### src/inc/hci_pkg.sv
package hci_pkg;

	// =========================================
	// register offsets and reset values
	localparam logic [7:0] OFF_CMD = 8'h00;
	localparam logic [7:0] OFF_VEC = 8'h04;
	localparam logic [7:0] OFF_DATA = 8'h08;
	localparam logic [7:0] OFF_STAT = 8'h0c;
	localparam logic [7:0] HS_ACCEPT = 8'hfe;
	localparam logic [7:0] HS_READY = 8'hff;
	localparam logic [7:0] VEC_RESET = 8'h0f;
	localparam int UNDEFINED_INSTRUCTION_FLAG_BIT = 0;
	localparam logic [31:0] FSB_BYTES_DEF = 32'h00000010;

	// =========================================
	// command codes
	localparam logic [7:0] CMD_LOAD_FUNCTION_CODE_CMD = 8'h80;
	localparam logic [7:0] CMD_LOAD_STATION_POINTER_CMD = 8'h81;
	localparam logic [7:0] CMD_LOAD_TTP = 8'h85;
	localparam logic [7:0] CMD_UPDATE = 8'h88;
	localparam logic [7:0] CMD_CLR_TX = 8'h89;
	localparam logic [7:0] CMD_CLR_RX = 8'h8a;
	localparam logic [7:0] CMD_CLR_ALL = 8'h8b;
	localparam logic [7:0] CMD_DUMP_PAR = 8'h8c;
	localparam logic [7:0] CMD_START = 8'h8d;
	localparam logic [7:0] CMD_STOP = 8'h8e;
	localparam logic [7:0] CMD_DUMP_REG = 8'h8f;
	localparam logic [7:0] CMD_DMA = 8'h90;
	localparam logic [7:0] CMD_LOOP = 8'h91;
	localparam logic [7:0] CMD_MON = 8'h92;
	localparam logic [7:0] CMD_END_MON = 8'h93;
	localparam logic [7:0] CMD_CONT_TX = 8'h95;
	localparam logic [7:0] CMD_SW_RESET = 8'hff;
	localparam logic [3:0] GRP_LOAD = 4'h8;
	localparam logic [2:0] GRP_STN = 3'h5;
	localparam logic [2:0] GRP_HW = 3'h6;

	// =========================================
	// vector sources
	localparam logic [1:0] SRC_BOTH = 2'h0;
	localparam logic [1:0] SRC_RX = 2'h1;
	localparam logic [1:0] SRC_TX = 2'h2;
	localparam logic [1:0] SRC_FATAL = 2'h3;

	// =========================================
	// station table words (16-bit) and dump area
	localparam logic [5:0] W_TTP_HI = 6'h0e;
	localparam logic [5:0] W_TTP_LO = 6'h0f;
	localparam logic [5:0] W_TXP_HI = 6'h10;
	localparam logic [5:0] W_TXP_LO = 6'h11;
	localparam logic [5:0] W_UNACK_HI = 6'h12;
	localparam logic [5:0] W_UNACK_LO = 6'h13;
	localparam logic [5:0] W_RX_CLR = 6'h14;
	localparam logic [5:0] W_TX_CLR = 6'h15;
	localparam logic [5:0] W_RX_STAT = 6'h16;
	localparam logic [5:0] W_TX_STAT = 6'h17;
	localparam logic [5:0] W_DUMP = 6'h20;

	// =========================================
	// data selectors for table transfers
	localparam logic [3:0] S_CUR_HI = 4'h0;
	localparam logic [3:0] S_CUR_LO = 4'h1;
	localparam logic [3:0] S_UNACK_HI = 4'h2;
	localparam logic [3:0] S_UNACK_LO = 4'h3;
	localparam logic [3:0] S_BASE_HI = 4'h4;
	localparam logic [3:0] S_BASE_LO = 4'h5;
	localparam logic [3:0] S_SPACE = 4'h6;
	localparam logic [3:0] S_RX = 4'h7;
	localparam logic [3:0] S_TX = 4'h8;
	localparam logic [3:0] S_RX_CLR = 4'h9;
	localparam logic [3:0] S_TX_CLR = 4'ha;

	typedef enum logic [1:0] {
		st_idle = 2'b00,
		st_load = 2'b01,
		st_mem = 2'b11,
		st_done = 2'b10
	} cmd_state_t;

endpackage

### src/hw/host_command_interface.sv
`timescale 1ns/1ps
module host_command_interface #(
	parameter logic [31:0] FSB_BYTES = hci_pkg::FSB_BYTES_DEF
) (
	// clock, reset, enable
	input wire logic ref_clk_in,
	input wire logic rst_in,
	input wire logic ce_in,
	// apb slave
	input wire logic psel_in,
	input wire logic penable_in,
	input wire logic pwrite_in,
	input wire logic [7:0] paddr_in,
	input wire logic [31:0] pwdata_in,
	output logic [31:0] prdata_out,
	output logic pready_out,
	output logic pslverr_out,
	// shared memory port, 16-bit words
	output logic mem_req_out,
	output logic mem_we_out,
	output logic [31:0] mem_addr_out,
	output logic [15:0] mem_wdata_out,
	output logic [3:0] mem_space_out,
	input wire logic mem_ack_in,
	input wire logic [15:0] mem_rdata_in,
	input wire logic mem_err_in,
	// link engine events
	input wire logic frame_sent_in,
	input wire logic ack_valid_in,
	input wire logic [2:0] ack_nr_in,
	input wire logic [7:0] rx_event_in,
	input wire logic [7:0] tx_event_in,
	// host interrupt
	input wire logic iack_in,
	output logic irq_out,
	output logic [7:0] vector_out,
	// configuration to link engine
	output logic [1:0] station_cfg_out,
	output logic [3:0] hw_cfg_out,
	output logic link_up_out,
	output logic loopback_out,
	output logic monitor_out,
	output logic dma_go_out,
	output logic continue_tx_out
);

	// =========================================
	// decode helpers
	function automatic logic cmd_valid(input logic [7:0] c);
		cmd_valid = (c[7:4] == hci_pkg::GRP_LOAD)
			|| (c >= hci_pkg::CMD_DMA && c <= hci_pkg::CMD_END_MON)
			|| (c == hci_pkg::CMD_CONT_TX) || (c == hci_pkg::CMD_SW_RESET)
			|| (c[7:5] == hci_pkg::GRP_STN) || (c[7:5] == hci_pkg::GRP_HW);
	endfunction

	// table program: {last, write, word, selector}; zero means no table traffic
	function automatic logic [11:0] prog(input logic [7:0] c, input logic [2:0] s);
		prog = 12'h000;
		case (c)
			hci_pkg::CMD_LOAD_TTP: begin
				if (s == 3'h0) prog = {2'b00, hci_pkg::W_TTP_HI, hci_pkg::S_CUR_HI};
				if (s == 3'h1) prog = {2'b10, hci_pkg::W_TTP_LO, hci_pkg::S_CUR_LO};
			end
			hci_pkg::CMD_DUMP_PAR: begin
				if (s == 3'h0) prog = {2'b01, hci_pkg::W_TXP_HI, hci_pkg::S_CUR_HI};
				if (s == 3'h1) prog = {2'b01, hci_pkg::W_TXP_LO, hci_pkg::S_CUR_LO};
				if (s == 3'h2) prog = {2'b01, hci_pkg::W_UNACK_HI, hci_pkg::S_UNACK_HI};
				if (s == 3'h3) prog = {2'b11, hci_pkg::W_UNACK_LO, hci_pkg::S_UNACK_LO};
			end
			hci_pkg::CMD_DUMP_REG: begin
				prog = {1'b0, 1'b1, 6'(hci_pkg::W_DUMP + {3'h0, s}), 4'(s + 3'h4)};
				if (s == 3'h3) prog = {2'b01, 6'(hci_pkg::W_DUMP + 6'h3), hci_pkg::S_CUR_HI};
				if (s == 3'h4) prog = {2'b11, 6'(hci_pkg::W_DUMP + 6'h4), hci_pkg::S_CUR_LO};
			end
			hci_pkg::CMD_UPDATE: begin
				if (s == 3'h0) prog = {2'b01, hci_pkg::W_RX_STAT, hci_pkg::S_RX};
				if (s == 3'h1) prog = {2'b11, hci_pkg::W_TX_STAT, hci_pkg::S_TX};
			end
			hci_pkg::CMD_CLR_TX: begin
				if (s == 3'h0) prog = {2'b00, hci_pkg::W_TX_CLR, hci_pkg::S_TX_CLR};
				if (s == 3'h1) prog = {2'b11, hci_pkg::W_TX_STAT, hci_pkg::S_TX};
			end
			hci_pkg::CMD_CLR_RX: begin
				if (s == 3'h0) prog = {2'b00, hci_pkg::W_RX_CLR, hci_pkg::S_RX_CLR};
				if (s == 3'h1) prog = {2'b11, hci_pkg::W_RX_STAT, hci_pkg::S_RX};
			end
			hci_pkg::CMD_CLR_ALL: begin
				if (s == 3'h0) prog = {2'b00, hci_pkg::W_RX_CLR, hci_pkg::S_RX_CLR};
				if (s == 3'h1) prog = {2'b00, hci_pkg::W_TX_CLR, hci_pkg::S_TX_CLR};
				if (s == 3'h2) prog = {2'b01, hci_pkg::W_RX_STAT, hci_pkg::S_RX};
				if (s == 3'h3) prog = {2'b11, hci_pkg::W_TX_STAT, hci_pkg::S_TX};
			end
			default: prog = 12'h000;
		endcase
	endfunction

	// =========================================
	// state
	hci_pkg::cmd_state_t state;
	logic [7:0] cmd;
	logic [2:0] step;
	logic [11:0] op;
	logic [7:0] handshake;
	logic [7:0] iv;
	logic iv_written;
	logic [31:0] init_value;
	logic [31:0] base;
	logic [3:0] space;
	logic [31:0] cursor;
	logic [2:0] sent_count;
	logic [2:0] last_nr;
	logic [7:0] rx_status;
	logic [7:0] tx_status;
	logic fatal;
	logic iack_meta;
	logic iack_sync;
	logic iack_prev;

	logic acc;
	logic wr_acc;
	logic mapped;
	logic cmd_go;
	logic sw_rst;
	logic rst_all;
	logic mem_done;
	logic [31:0] unack;
	logic [15:0] src_word;
	logic [1:0] src;
	logic cursor_load;
	wire logic [11:0] next_op = prog(cmd, step);
	wire logic [3:0] word_sel = (state == hci_pkg::st_load) ? next_op[3:0] : op[3:0];

	assign mapped = (paddr_in == hci_pkg::OFF_CMD) || (paddr_in == hci_pkg::OFF_VEC)
		|| (paddr_in == hci_pkg::OFF_DATA) || (paddr_in == hci_pkg::OFF_STAT);
	assign acc = psel_in && penable_in && ce_in;
	assign wr_acc = acc && pwrite_in && mapped;
	// a command arriving while busy is dropped: the host must wait for ready
	assign cmd_go = wr_acc && (paddr_in == hci_pkg::OFF_CMD) && (state == hci_pkg::st_idle);
	assign sw_rst = cmd_go && (pwdata_in[7:0] == hci_pkg::CMD_SW_RESET);
	assign rst_all = rst_in || sw_rst;
	assign mem_done = (state == hci_pkg::st_mem) && mem_ack_in && ce_in;
	assign unack = cursor - 32'(FSB_BYTES * {29'h0, 3'(sent_count - last_nr)});
	assign cursor_load = mem_done && !mem_err_in && !op[10]
		&& (op[3:0] == hci_pkg::S_CUR_HI || op[3:0] == hci_pkg::S_CUR_LO);
	assign pready_out = ce_in;
	assign mem_space_out = space;

	always_comb begin
		src_word = 16'h0000;
		case (word_sel)
			hci_pkg::S_CUR_HI: src_word = cursor[31:16];
			hci_pkg::S_CUR_LO: src_word = cursor[15:0];
			hci_pkg::S_UNACK_HI: src_word = unack[31:16];
			hci_pkg::S_UNACK_LO: src_word = unack[15:0];
			hci_pkg::S_BASE_HI: src_word = base[31:16];
			hci_pkg::S_BASE_LO: src_word = base[15:0];
			hci_pkg::S_SPACE: src_word = {12'h000, space};
			hci_pkg::S_RX: src_word = {8'h00, rx_status};
			hci_pkg::S_TX: src_word = {8'h00, tx_status};
			default: src_word = 16'h0000;
		endcase
	end

	// =========================================
	// apb read path, sampled in the setup cycle
	always_ff @(posedge ref_clk_in) begin
		if (rst_in) begin
			prdata_out <= 32'h00000000;
			pslverr_out <= 1'b0;
		end else if (ce_in && psel_in && !penable_in) begin
			pslverr_out <= !mapped;
			prdata_out <= 32'h00000000;
			if (paddr_in == hci_pkg::OFF_CMD)
				prdata_out <= {24'h000000, handshake};
			if (paddr_in == hci_pkg::OFF_VEC)
				prdata_out <= {24'h000000, iv};
			if (paddr_in == hci_pkg::OFF_STAT)
				prdata_out <= {15'h0000, fatal, tx_status, rx_status};
		end
	end

	// =========================================
	// command sequencer
	always_ff @(posedge ref_clk_in) begin
		if (rst_in) begin
			state <= hci_pkg::st_idle;
			cmd <= 8'h00;
			step <= 3'h0;
			op <= 12'h000;
			mem_req_out <= 1'b0;
			mem_we_out <= 1'b0;
			mem_addr_out <= 32'h00000000;
			mem_wdata_out <= 16'h0000;
		end else if (ce_in) begin
			case (state)
				hci_pkg::st_idle: begin
					if (cmd_go) begin
						cmd <= pwdata_in[7:0];
						step <= 3'h0;
						if (prog(pwdata_in[7:0], 3'h0) != 12'h000)
							state <= hci_pkg::st_load;
						else
							state <= hci_pkg::st_done;
					end
				end
				hci_pkg::st_load: begin
					op <= next_op;
					mem_we_out <= next_op[10];
					mem_addr_out <= base + {25'h0000000, next_op[9:4], 1'b0};
					// write data valid with the request: memory may answer at once
					mem_wdata_out <= src_word;
					state <= hci_pkg::st_mem;
					mem_req_out <= 1'b1;
				end
				hci_pkg::st_mem: begin
					if (mem_ack_in) begin
						mem_req_out <= 1'b0;
						step <= 3'(step + 3'h1);
						// an access error aborts the rest of the program
						if (mem_err_in || op[11])
							state <= hci_pkg::st_done;
						else
							state <= hci_pkg::st_load;
					end
				end
				hci_pkg::st_done: state <= hci_pkg::st_idle;
				default: state <= hci_pkg::st_idle;
			endcase
			if (state == hci_pkg::st_mem && !mem_ack_in)
				mem_wdata_out <= src_word;
		end
	end

	// =========================================
	// handshake register
	always_ff @(posedge ref_clk_in) begin
		if (rst_in)
			handshake <= hci_pkg::HS_READY;
		else if (ce_in) begin
			if (cmd_go)
				handshake <= hci_pkg::HS_ACCEPT;
			else if (state == hci_pkg::st_done)
				handshake <= hci_pkg::HS_READY;
		end
	end

	// =========================================
	// host-written registers
	always_ff @(posedge ref_clk_in) begin
		if (rst_all) begin
			iv <= hci_pkg::VEC_RESET;
			iv_written <= 1'b0;
		end else if (wr_acc && paddr_in == hci_pkg::OFF_VEC) begin
			iv <= pwdata_in[7:0];
			iv_written <= 1'b1;
		end
	end

	always_ff @(posedge ref_clk_in) begin
		if (rst_in)
			init_value <= 32'h00000000;
		else if (wr_acc && paddr_in == hci_pkg::OFF_DATA)
			init_value <= pwdata_in;
	end

	// =========================================
	// station table pointer and space code
	always_ff @(posedge ref_clk_in) begin
		if (rst_all) begin
			base <= 32'h00000000;
			space <= 4'h0;
		end else if (cmd_go) begin
			if (pwdata_in[7:0] == hci_pkg::CMD_LOAD_STATION_POINTER_CMD)
				base <= init_value;
			if (pwdata_in[7:0] == hci_pkg::CMD_LOAD_FUNCTION_CODE_CMD)
				space <= init_value[3:0];
		end
	end

	// =========================================
	// transmit cursor; the table copy is never written back here
	always_ff @(posedge ref_clk_in) begin
		if (rst_all) begin
			cursor <= 32'h00000000;
			sent_count <= 3'h0;
			last_nr <= 3'h0;
		end else if (ce_in) begin
			if (cursor_load && op[3:0] == hci_pkg::S_CUR_HI)
				cursor[31:16] <= mem_rdata_in;
			else if (cursor_load)
				cursor[15:0] <= mem_rdata_in;
			else if (frame_sent_in)
				cursor <= cursor + FSB_BYTES;
			if (frame_sent_in)
				sent_count <= 3'(sent_count + 3'h1);
			if (ack_valid_in)
				last_nr <= ack_nr_in;
		end
	end

	// =========================================
	// status bits: a set in the clearing cycle survives
	always_ff @(posedge ref_clk_in) begin
		if (rst_all) begin
			rx_status <= 8'h00;
			tx_status <= 8'h00;
			fatal <= 1'b0;
		end else if (ce_in) begin
			rx_status <= (rx_status & ~((mem_done && !mem_err_in
				&& op[3:0] == hci_pkg::S_RX_CLR) ? mem_rdata_in[7:0] : 8'h00))
				| rx_event_in
				| ((cmd_go && !cmd_valid(pwdata_in[7:0])) ? 8'(1 << hci_pkg::UNDEFINED_INSTRUCTION_FLAG_BIT)
				: 8'h00);
			tx_status <= (tx_status & ~((mem_done && !mem_err_in
				&& op[3:0] == hci_pkg::S_TX_CLR) ? mem_rdata_in[7:0] : 8'h00))
				| tx_event_in;
			if (mem_done && mem_err_in)
				fatal <= 1'b1;
		end
	end

	// =========================================
	// configuration and link controls
	always_ff @(posedge ref_clk_in) begin
		if (rst_all) begin
			station_cfg_out <= 2'h0;
			hw_cfg_out <= 4'h0;
			link_up_out <= 1'b0;
			loopback_out <= 1'b0;
			monitor_out <= 1'b0;
			dma_go_out <= 1'b0;
			continue_tx_out <= 1'b0;
		end else if (ce_in) begin
			dma_go_out <= cmd_go && pwdata_in[7:0] == hci_pkg::CMD_DMA;
			continue_tx_out <= cmd_go && pwdata_in[7:0] == hci_pkg::CMD_CONT_TX;
			if (cmd_go) begin
				if (pwdata_in[7:5] == hci_pkg::GRP_STN)
					station_cfg_out <= {pwdata_in[3], pwdata_in[1]};
				if (pwdata_in[7:5] == hci_pkg::GRP_HW)
					hw_cfg_out <= {pwdata_in[4:3], pwdata_in[1:0]};
				if (pwdata_in[7:0] == hci_pkg::CMD_START)
					link_up_out <= 1'b1;
				if (pwdata_in[7:0] == hci_pkg::CMD_STOP)
					link_up_out <= 1'b0;
				if (pwdata_in[7:0] == hci_pkg::CMD_LOOP)
					loopback_out <= 1'b1;
				if (pwdata_in[7:0] == hci_pkg::CMD_MON)
					monitor_out <= 1'b1;
				if (pwdata_in[7:0] == hci_pkg::CMD_END_MON)
					monitor_out <= 1'b0;
			end
		end
	end

	// =========================================
	// interrupt request and vector
	assign src = fatal ? hci_pkg::SRC_FATAL
		: (|rx_status && |tx_status) ? hci_pkg::SRC_BOTH
		: (|rx_status) ? hci_pkg::SRC_RX : hci_pkg::SRC_TX;

	always_ff @(posedge ref_clk_in) begin
		if (rst_in) begin
			iack_meta <= 1'b0;
			iack_sync <= 1'b0;
			iack_prev <= 1'b0;
			irq_out <= 1'b0;
			vector_out <= hci_pkg::VEC_RESET;
		end else if (ce_in) begin
			iack_meta <= iack_in;
			iack_sync <= iack_meta;
			iack_prev <= iack_sync;
			irq_out <= fatal || (|rx_status) || (|tx_status);
			if (iack_sync && !iack_prev)
				vector_out <= iv_written ? {iv[7:2], src} : hci_pkg::VEC_RESET;
		end
	end
endmodule

### config.mk
export PLATFORM = sky130hd
export DESIGN_NAME = host_command_interface
export DESIGN_NICKNAME = d
export VERILOG_FILES = /design/src/inc/hci_pkg.sv /design/src/hw/host_command_interface.sv
export SDC_FILE = /design/constraint.sdc
export NUM_CORES = 1
export LEC_CHECK = 0
export ABC_AREA = 1
export BUFFER_PORTS_ARGS = -buffer_cell sky130_fd_sc_hd__buf_2
export CORE_MARGIN = 8
export CORE_UTILIZATION = 33
export DETAILED_ROUTE_END_ITERATION = 10
export GPL_TIMING_DRIVEN = 1
export PLACE_DENSITY = 0.55
export SYNTH_ARGS = -nofsm -noshare
export SYNTH_HDL_FRONTEND = slang
export SYNTH_SLANG_ARGS = --single-unit
### constraint.sdc
create_clock -name ref_clk_in -period 4.2 [get_ports ref_clk_in]
set_input_delay 0.21 -clock ref_clk_in [delete_from_list [all_inputs] [get_ports ref_clk_in]]
set_output_delay 0.21 -clock ref_clk_in [all_outputs]
set_load 0.01 [all_outputs]
==> flow_summary.ini, run 1 <==
[worst_hold_path]
min_path_type = input port to flip-flop
holdCritStartpoint = ce_in

[setup_path]
critPathCaptureType = flip-flop
r2r-start = step[0]$_SDFFE_PP0P_
cp-start-kind = flip-flop
critPathKind = flip-flop to flip-flop
crit_slowest_cell = fa_1
required_ns = 4.65
critPathLaunch = step[0]$_SDFFE_PP0P_
reg2reg_slack_ns = 0.39
crit_path_frequent_cell = nand2_1
critPathArrivalTime_ns = 4.26
worstPathCellList = ha_1 -> ha_1 -> inv_1 -> nand2_1 -> inv_1 -> o21ai_0 -> nor3_1 -> o2111ai_1 -> fa_1 -> nand3_1 -> nand2_1 -> a21boi_0 -> nor3b_2 -> nand3_1 -> inv_1 -> nand3_1 -> nor2_2 -> nand2_1 -> nor2_1 -> nand2_1 -> nand3_1 -> nand2_1 -> inv_1
worst_path_largest_cell_delay_ns = 0.48
cp_max_fo = 9

[sta]
layout_min_cycle_time_ns = 3.81
worst_slack_ns = 0.393
setup_tns_ns = 0
min_period_over_period = 0.906
timing.fmax_mhz = 263
setup_violations = 0
worst_slew_pin_slew_ns = 1.15
slew_viol_final = 0
max_slew_margin = 0.235
hold_violations = 0
worst_clock_skew_ns = 0.0293
rsz0062_at_grt = no

[yosys]
synthCells = 1979
yosysSeqAreaShare = 0.359
synth_area_per_cell_um2 = 6.81
ys_warn_count = 0
syn_area_mm2 = 0.0135
synth_edf_count = 0
synth-async-reset-ratio = 0
synth_seq_cells = 242
synth_flop_cell = dfxtp_1
synth_cell_types = 52

[cells_and_area]
multi_input_area_mm2 = 0.00725
final_cell_mix = nand2_1 (375), inv_1 (242), dfxtp_1 (242), nor2_1 (205), buf_2 (178)
syn_to_final_growth_pct = 22.5
fill_cells = 4366
num-nets-final = 2295
drive_gt1_frac = 0.145
seqCellArea_mm2 = 0.00484
diodes = 0
final_common_cell = nand2_1

[power]
p_sw_frac = 0.248
power.density_mw_per_mm2 = 336
p_seq_frac = 0.426
leakagePower_nw = 7.05
pwr-share-clk = 0.490
p_int_mw = 4.18
ir_worst_vdd_mv = 0.297
comb_power_share = 0.084
switching_power_mw = 1.38

[clocking]
numCtsBuffers = 29
clkTransAtPathRegs_ns = 0.06
cts.sinks = 242
cts-root-buf = clkbuf_16
cts_tree = built
postCtsSetupRepairBufs = 0
worstSkewPairLatency_ns = 0.58
cts_buffer_depth = 3
cts_htree_levels = 1

[run]
maxCapViolations = 0

[routing]
avgRoutedWirePerCell_um = 18.5
routed_wl_mm = 50.8
drcViolationCount = 0
drt_iter0_markers = 1298
dr.pass1.iters = 6
antenna_left = 0
via_per_inst = 5.15
vias = 14114

[placement]
dp_hpwl_mm = 38.5
port_buffers = 178
gp_congestion = 0.933
pre_cts_slack_ns = 0.206

[die]
die_area_mm2 = 0.0476
initial_core_util = 0.333
dieWidth_um = 218
core-area_mm2 = 0.0406
rows = 74
die_h_um = 218
pin_count = 194

[global_route]
grt-ovfl-total = 0
grt_pass1_vias = 13610
antenna_found_initial = 0
grt_max_degree = 67
gr-usage-all-layers = 0.207
grt_pass1_wl_mm = 79.3

[run_status]
outcome = finished, final reports clean
==> final timing paths <==
| path | end | depth (start not counted) |
|---|---|---|
| max | mem_addr_out[31]$_SDFFE_PP0P_ | 23 |
| min | iack_prev$_SDFFE_PP0P_ | 4 |
| max reg2reg | mem_addr_out[31]$_SDFFE_PP0P_ | 23 |
| min reg2reg | iack_prev$_SDFFE_PP0P_ | 2 |
==> metal layers <==
layer / GRT usage / wire, µm / vias to the layer above
li1: - / - / 6979
met1: 0.283 / 23200 / 6687
met2: 0.346 / 24000 / 388
met3: 0.0249 / 2680 / 60
met4: 0.0450 / 963 / 0
met5: 0 / 0 / -
==> timing repair <==
action | 4_1_cts | 5_1_grt
endpoints found under the hold margin | 68 | 0
hold buffers | 65 | 0
resized for setup | 0 | 3
setup endpoints to repair | 0 | 5
==> worst max-delay path: cells and delay by family, from the launching register on <==
| family | cells | cell delay, ns |
|---|---|---|
| buffers and inverters | 4 | 0.36 |
| AND/OR/NAND/NOR | 13 | 1.31 |
| flip-flops | 1 | 0.35 |
| adder cells (fa/ha/maj) | 3 | 0.99 |
| AO/OA/AOI/OAI | 3 | 0.69 |
==> power groups by stage <==
stage | sequential, mW | clock, mW | combinational (mW)
5_1_grt | 2.37 | 2.88 | 0.517
4_1_cts | 2.37 | 2.78 | 0.463
6_report | 2.37 | 2.72 | 0.468
3_5_place_dp | 2.42 | 0 | 0.414
3_3_place_gp | 2.42 | 0 | 0.415
2_1_floorplan | 2.40 | 0 | 0.269
==> registers in the layout, indices dropped and copies added, names as in the netlist, 16 cells and up <==
register,flops
mem_wdata_out,16
init_value,32
cursor,32
prdata_out,17
mem_addr_out,32
base,32
==> metrics by stage <==
step	cell area, µm²	total power [mW]	std cells	hold slack [ns]	utilization
2_1_floorplan	13500	2.67	1993	0.320	-
3_3_place_gp	14800	2.83	2624	0.450	0.365
4_1_cts	16500	5.61	2743	0.0202	0.407
3_5_place_dp	14800	2.83	2624	0.454	0.365
5_1_grt	16500	5.76	2743	0.0400	0.407
6_report	16500	5.55	2743	0.0487	0.407
==> cells in the mapped netlist, drive strengths merged (2+ instances only) <==
cell type	count	area share
o21ai	169	0.063
clkbuf	53	0.015
nand3	163	0.060
o221ai	2	0.0013
fa	3	0.0045
o21a	3	0.0017
nor3	39	0.015
nand2	376	0.10
nor4	19	0.012
xor2	32	0.021
a311oi	3	0.0019
a211oi	59	0.043
or2	10	0.0046
ha	18	0.017
a31oi	15	0.0070
nor3b	2	0.0011
dfxtp	242	0.36
o21bai	15	0.0084
clkinv	3	0.00083
o211ai	25	0.014
inv	248	0.069
xnor2	9	0.0058
nor2	219	0.064
o2111ai	4	0.0026
nand3b	5	0.0028
a21oi	148	0.055
buf	54	0.025
a221oi	10	0.0065
nand4	20	0.0093
==> kinds of logic (layout without fill, tap and decap cells) <==
family                   after synthesis  count (layout)  share of synthesized area
other                                  1              15                   0.000278
XOR/XNOR                              41              41                     0.0266
buffers and inverters                358             576                      0.109
adder cells (fa/ha/maj)               21              21                     0.0212
AND/OR/NAND/NOR                      854             854                      0.274
flip-flops                           242             242                      0.359
AO/OA/AOI/OAI                        462             462                      0.210
==> cell type report <==
cell class              count  area share
inverters                 251      0.0571
multi-input cells        1393       0.439
repair buffers            271       0.108
clock inverters            12      0.0106
clock buffers              42      0.0523
well taps                 532      0.0403
flip-flops and latches    242       0.293
Note: power is estimated with default switching activity, not from simulation.
==> run 2: changes to the inputs <==
Settings changed: CORE_ASPECT_RATIO from default to 1.75.
==> run 2 against run 1 <==
Global-route usage up 0.16 points. Final area is 1.2% lower. Via count down 0.84%. Clock-buffer cell count down 13. Wire length down 0.11%. Cell count increased by 0.29%. Clock skew fell by 0.0038 ns. Sequential cell count did not move. Critical endpoint is now mem_addr_out[25]$_SDFFE_PP0P_. Largest power group is now registers. Highest routed layer unchanged.
==> flow_summary.ini, run 2 (synthesis results as in run 1) <==
[global_route]
use_met1 = 0.230
antenna_found_initial = 0
grt_pass1_vias = 14090
grt_pass1_wl_mm = 79.5
grt_max_degree = 65
grt-ovfl-total = 0
busiest_layer = met2
grt_util_met3 = 0.0280
gr-usage-met2 = 0.382
gr-usage-all-layers = 0.209

[placement]
dpl_cell_area_mm2 = 0.0149
pre_cts_slack_ns = 0.409
port_buffers = 178
gp_congestion = 0.942
dp_cells = 2648
dp_hpwl_mm = 39.4

[routing]
drt_iter0_markers = 752
drcViolationCount = 0
routed_wl_mm = 50.8
avgRoutedWirePerCell_um = 18.5
antenna_left = 0
via_per_inst = 5.09
vias = 13996
dr.pass1.iters = 6

[cells_and_area]
drive_gt1_frac = 0.144
fin_cells = 2751
syn_to_final_growth_pct = 21.0
final_cell_area_mm2 = 0.0163
final_cell_mix = nand2_1 (375), inv_1 (242), dfxtp_1 (242), nor2_1 (206), buf_2 (178)
num-nets-final = 2292
diodes = 0
final_common_cell = nand2_1

[setup_path]
critPathKind = flip-flop to flip-flop
crit_slowest_cell = dfxtp_1
required_ns = 4.63
critPathArrivalTime_ns = 4.22
cp_max_fo = 9
worstPathCellList = ha_1 -> ha_1 -> inv_1 -> nand2_1 -> nand3_1 -> o2111ai_1 -> ha_1 -> fa_1 -> nand3_1 -> nand2_1 -> a21boi_0 -> nor3b_1 -> nand3_1 -> inv_1 -> nand3_1 -> nor2_1 -> buf_4 -> inv_1 -> nor2_1 -> o21ai_0 -> nand2_1 -> inv_1
critPathCaptureType = flip-flop
worst_path_largest_cell_delay_ns = 0.40
cp-start-kind = flip-flop

[clocking]
cts-root-buf = clkbuf_16
numCtsBuffers = 25
postCtsSetupRepairBufs = 0
cts_htree_levels = 1
cts_buffer_depth = 3
cts_tree = built
clkTransAtPathRegs_ns = 0.07
worstSkewPairLatency_ns = 0.55
cts.sinks = 242

[die]
die_h_um = 283
initial_core_util = 0.332
core-area_mm2 = 0.0406
die_area_mm2 = 0.0478
pin_count = 194
rows = 98
dieWidth_um = 169

[power]
ir_worst_vdd_mv = 0.254
leakagePower_nw = 6.95
power.density_mw_per_mm2 = 312

[run_status]
outcome = finished, final reports clean

[sta]
setup_violations = 0
hold_violations = 0
worst_slew_pin_slew_ns = 1.07
setup_tns_ns = 0
worst_clock_skew_ns = 0.0255
slew_viol_final = 0
layout_min_cycle_time_ns = 3.79
min_period_over_period = 0.902
timing.fmax_mhz = 264
worst_slack_ns = 0.411
rsz0062_at_grt = no
hold_ws_ns = 0.0395
max_slew_margin = 0.289

[worst_hold_path]
min_path_type = input port to flip-flop

[run]
maxCapViolations = 0
==> run 2: changes by cell type in the layout (fill, tap and decap cells not counted), moves of 4 or more <==
cell | previous run | this run
clkinv_4 | 0 | 4
clkbuf_8 | 9 | 2
dlygate4sd3_1 | 65 | 60
clkbuf_16 | 29 | 25
buf_4 | 26 | 31
==> run 2: final cells by class <==
type	instances	area [µm²]
inverter	251	943
sequential	242	4840
tap	550	688
timing repair buffer	272	1780
fill	4325	24300
clock buffer	29	661
multi-input combinational	1393	7240
clock inverter	14	148
==> run 2: worst paths after layout <==
kind | from | end | slack (ns) | cells after the start
hold reg to reg | vector_out[7]$_SDFFE_PP0P_ | vector_out[7]$_SDFFE_PP0P_ | 0.46 | 2
setup reg to reg | step[0]$_SDFFE_PP0P_ | mem_addr_out[25]$_SDFFE_PP0P_ | 0.41 | 22
hold / removal | pwdata_in[2] | dma_go_out$_SDFFE_PP0P_ | 0.04 | 4
setup / recovery | step[0]$_SDFFE_PP0P_ | mem_addr_out[25]$_SDFFE_PP0P_ | 0.41 | 22
==> run 2: through the flow <==
stage | util | power, mW
after floorplan | - | 2.67
after global placement | 0.367 | 2.84
after detailed placement | 0.367 | 2.84
after CTS | 0.402 | 5.15
after global routing | 0.402 | 5.29
final | 0.402 | 5.09
==> run 2: routing by layer <==
layer | wire (µm) | vias up
met3 | 2580 | 110
met1 | 20000 | 6497
met2 | 25800 | 426
met4 | 2480 | 0
li1 | - | 6963
met5 | 0 | -
==> run 2: timing repair <==
action	in CTS	in global routing
resized for setup	0	2
endpoints found under the setup margin	0	2
hold buffers	60	0
hold endpoints to repair	60	0
==> run 2: worst max-delay path, delay by kind of cell, from the launching register on <==
family          cells  cell delay (ns)
compound gates      3             0.38
fa+ha+maj           4             0.99
buf+inv             5             0.52
flops               1             0.40
simple gates       10             1.39
==> run 2: report_power, final <==
part           switching (mW)  total (mW)  leakage [nW]  internal, mW
clock                   0.995        2.25         0.395          1.26
combinational           0.289       0.470          4.59         0.181
sequential             0.0375        2.36          1.96          2.33
total                    1.32        5.09          6.95          3.77
==> run 3: changes to the inputs <==
Settings changed: ABC_AREA 1 to default.
==> run 3 against run 2 <==
Register-to-register slack worse by 0.08 ns. Area after synthesis is 6.6% lower. Sequential cell count stayed put. Utilization is 0.33 points higher. Worst hold slack worse by 0.029 ns. Worst setup slack worse by 0.077 ns. Clock skew is 0.0015 ns lower. Clock power is 4% higher. Largest cell class unchanged.
==> flow_summary.ini, run 3 <==
[routing]
drcViolationCount = 0
via_per_inst = 5.43
antenna_left = 0
routed_wl_mm = 48.0
dr.pass1.iters = 5
drt_iter0_markers = 729
avgRoutedWirePerCell_um = 20.8
vias = 12540

[clocking]
cts_resized = 0
cts_tree = built
cts_buffer_depth = 3
postCtsSetupRepairBufs = 0
cts.sinks = 242
worstSkewPairLatency_ns = 0.55
cts_htree_levels = 1
numCtsBuffers = 24
ctsHoldBuffers = 58
clkTransAtPathRegs_ns = 0.07
cts-root-buf = clkbuf_16

[cells_and_area]
final_cell_mix = nand2_1 (312), dfxtp_1 (242), buf_2 (177), a21oi_1 (166), nor2_1 (143)
drive_gt1_frac = 0.160
final_common_cell = nand2_1
num-nets-final = 1917
fin_cells = 2308
diodes = 0
syn_to_final_growth_pct = 21.0

[sta]
hold_violations = 0
max_slew_margin = 0.270
worst_slack_ns = 0.334
setup_tns_ns = 0
setup_violations = 0
worst_slew_pin_slew_ns = 1.09
rsz0062_at_grt = no
min_period_over_period = 0.920
timing.fmax_mhz = 259
layout_min_cycle_time_ns = 3.87
worst_clock_skew_ns = 0.0241
slew_viol_final = 0

[die]
rows = 94
die_area_mm2 = 0.0449
core-area_mm2 = 0.0376
pin_count = 194
die_h_um = 275
dieWidth_um = 164
initial_core_util = 0.335

[power]
power.total_mw = 5.01
leakagePower_nw = 5.80
ir_worst_vdd_mv = 0.323
power.density_mw_per_mm2 = 328

[worst_hold_path]
min_path_type = input port to flip-flop
hold_depth = 3

[run]
maxCapViolations = 0

[setup_path]
cp-start-kind = flip-flop
required_ns = 4.64
critPathLaunch = step[1]$_SDFFE_PP0P_
r2r-start = step[1]$_SDFFE_PP0P_
critPathArrivalTime_ns = 4.30
reg2reg_slack_ns = 0.33
ff2ff_path_depth = 17
r2r-end = mem_addr_out[25]$_SDFFE_PP0P_
critPathCaptureType = flip-flop
cp_max_fo = 13
critPathKind = flip-flop to flip-flop
worstSetupEndpoint = mem_addr_out[25]$_SDFFE_PP0P_

[global_route]
grt_pass1_wl_mm = 73.5
grt-ovfl-total = 0
grt_pass1_vias = 12443
grt_max_degree = 64
gr-usage-all-layers = 0.208
antenna_found_initial = 1

[yosys]
synth_top_cell_area_share = 0.384
ys_warn_count = 0
synth_area_per_cell_um2 = 7.73
yosysTopAreaCell = dfxtp_1
synth_edf_count = 0
synth-async-reset-ratio = 0
synth_top_cells_by_count = nand2_1 (312), dfxtp_1 (242), a21oi_1 (166), nor2_1 (144), clkbuf_1 (85)
synth_seq_cells = 242
synthCells = 1631
yosysSeqAreaShare = 0.384
syn_area_mm2 = 0.0126
synth_cell_types = 86
synth.area.top_cells = dfxtp_1 (38%), nand2_1 (9.3%), a21oi_1 (6.6%)
synth_most_common_cell = nand2_1
synth_flop_cell = dfxtp_1

[placement]
gp_congestion = 0.898
pre_cts_slack_ns = 0.427
dp_cells = 2206
port_buffers = 178
dp_hpwl_mm = 36.2

[run_status]
outcome = finished, final reports clean
## run 3: critical path: stages, from the launching register on
cell and delay (ns):
dfxtp_1 0.42, inv_1 0.10, ha_1 0.36, nor3b_1 0.23
o2111ai_1 0.23, o21a_1 0.19, nand3_1 0.10, ha_1 0.22
fa_1 0.41, a21o_1 0.17, a21oi_1 0.23, o21bai_1 0.09
a21oi_1 0.16, buf_4 0.16, nor3_1 0.09, and3_1 0.23
xnor2_1 0.13, a211oi_1 0.24
## run 3: logic make-up (layout without fill, tap and decap cells)
| group | after synthesis | after routing | synth area share |
|---|---|---|---|
| and+or+nand+nor | 705 | 705 | 0.263 |
| other | 1 | 15 | 0.000298 |
| DFF | 242 | 242 | 0.384 |
| AOI/OAI and AO/OA | 422 | 422 | 0.214 |
| xor gates and xnor gates | 64 | 64 | 0.0445 |
| muxes | 20 | 20 | 0.0159 |
| buffers and inverters | 156 | 339 | 0.0548 |
| adders and majority gates | 21 | 21 | 0.0226 |
## run 3: power breakdown
| group | switching [mW] | internal (mW) |
|---|---|---|
| Clock | 0.959 | 1.39 |
| Sequential | 0.0266 | 2.31 |
| Combinational | 0.195 | 0.126 |
| Total | 1.18 | 3.83 |
## run 3: per-layer routing
layer,vias up,global-route usage,wire (µm)
met5,-,0,8
met2,355,0.385,25100
met1,6007,0.230,18600
met3,101,0.0258,2060
met4,2,0.0997,2180
li1,6075,-,-
## run 3: stage by stage
step           hold slack (ns)  area [µm²]   util
5_1_grt                 0.0164       15300  0.405
6_report                0.0107       15300  0.405
3_5_place_dp             0.444       13800  0.367
3_3_place_gp             0.437       13800  0.367
4_1_cts                0.00221       15300  0.405
2_1_floorplan            0.346       12700      -
## run 3: how the worst min path moves through the flow
stage                           startpoint                          end  slack [ns]
6_report                  mem_rdata_in[10]      cursor[26]$_SDFFE_PP0P_        0.01
3_3_place_gp   init_value[19]$_SDFFE_PP0P_        base[19]$_SDFFE_PP0P_        0.44
3_5_place_dp    vector_out[7]$_SDFFE_PP0P_   vector_out[7]$_SDFFE_PP0P_        0.44
4_1_cts                       pwdata_in[4]   init_value[4]$_SDFFE_PP0P_       0.002
2_1_floorplan                pwdata_in[10]  init_value[10]$_SDFFE_PP0P_        0.35
5_1_grt                       pwdata_in[4]   init_value[4]$_SDFFE_PP0P_        0.02
## run 3: cell type report
cell class	count	area, µm²
clock buffers	33	686
clock inverters	11	159
fillers	3943	22400
inverters	25	93.8
multi-input cells	1247	7140
flip-flops and latches	242	4840
well taps	480	601
repair buffers	270	1730
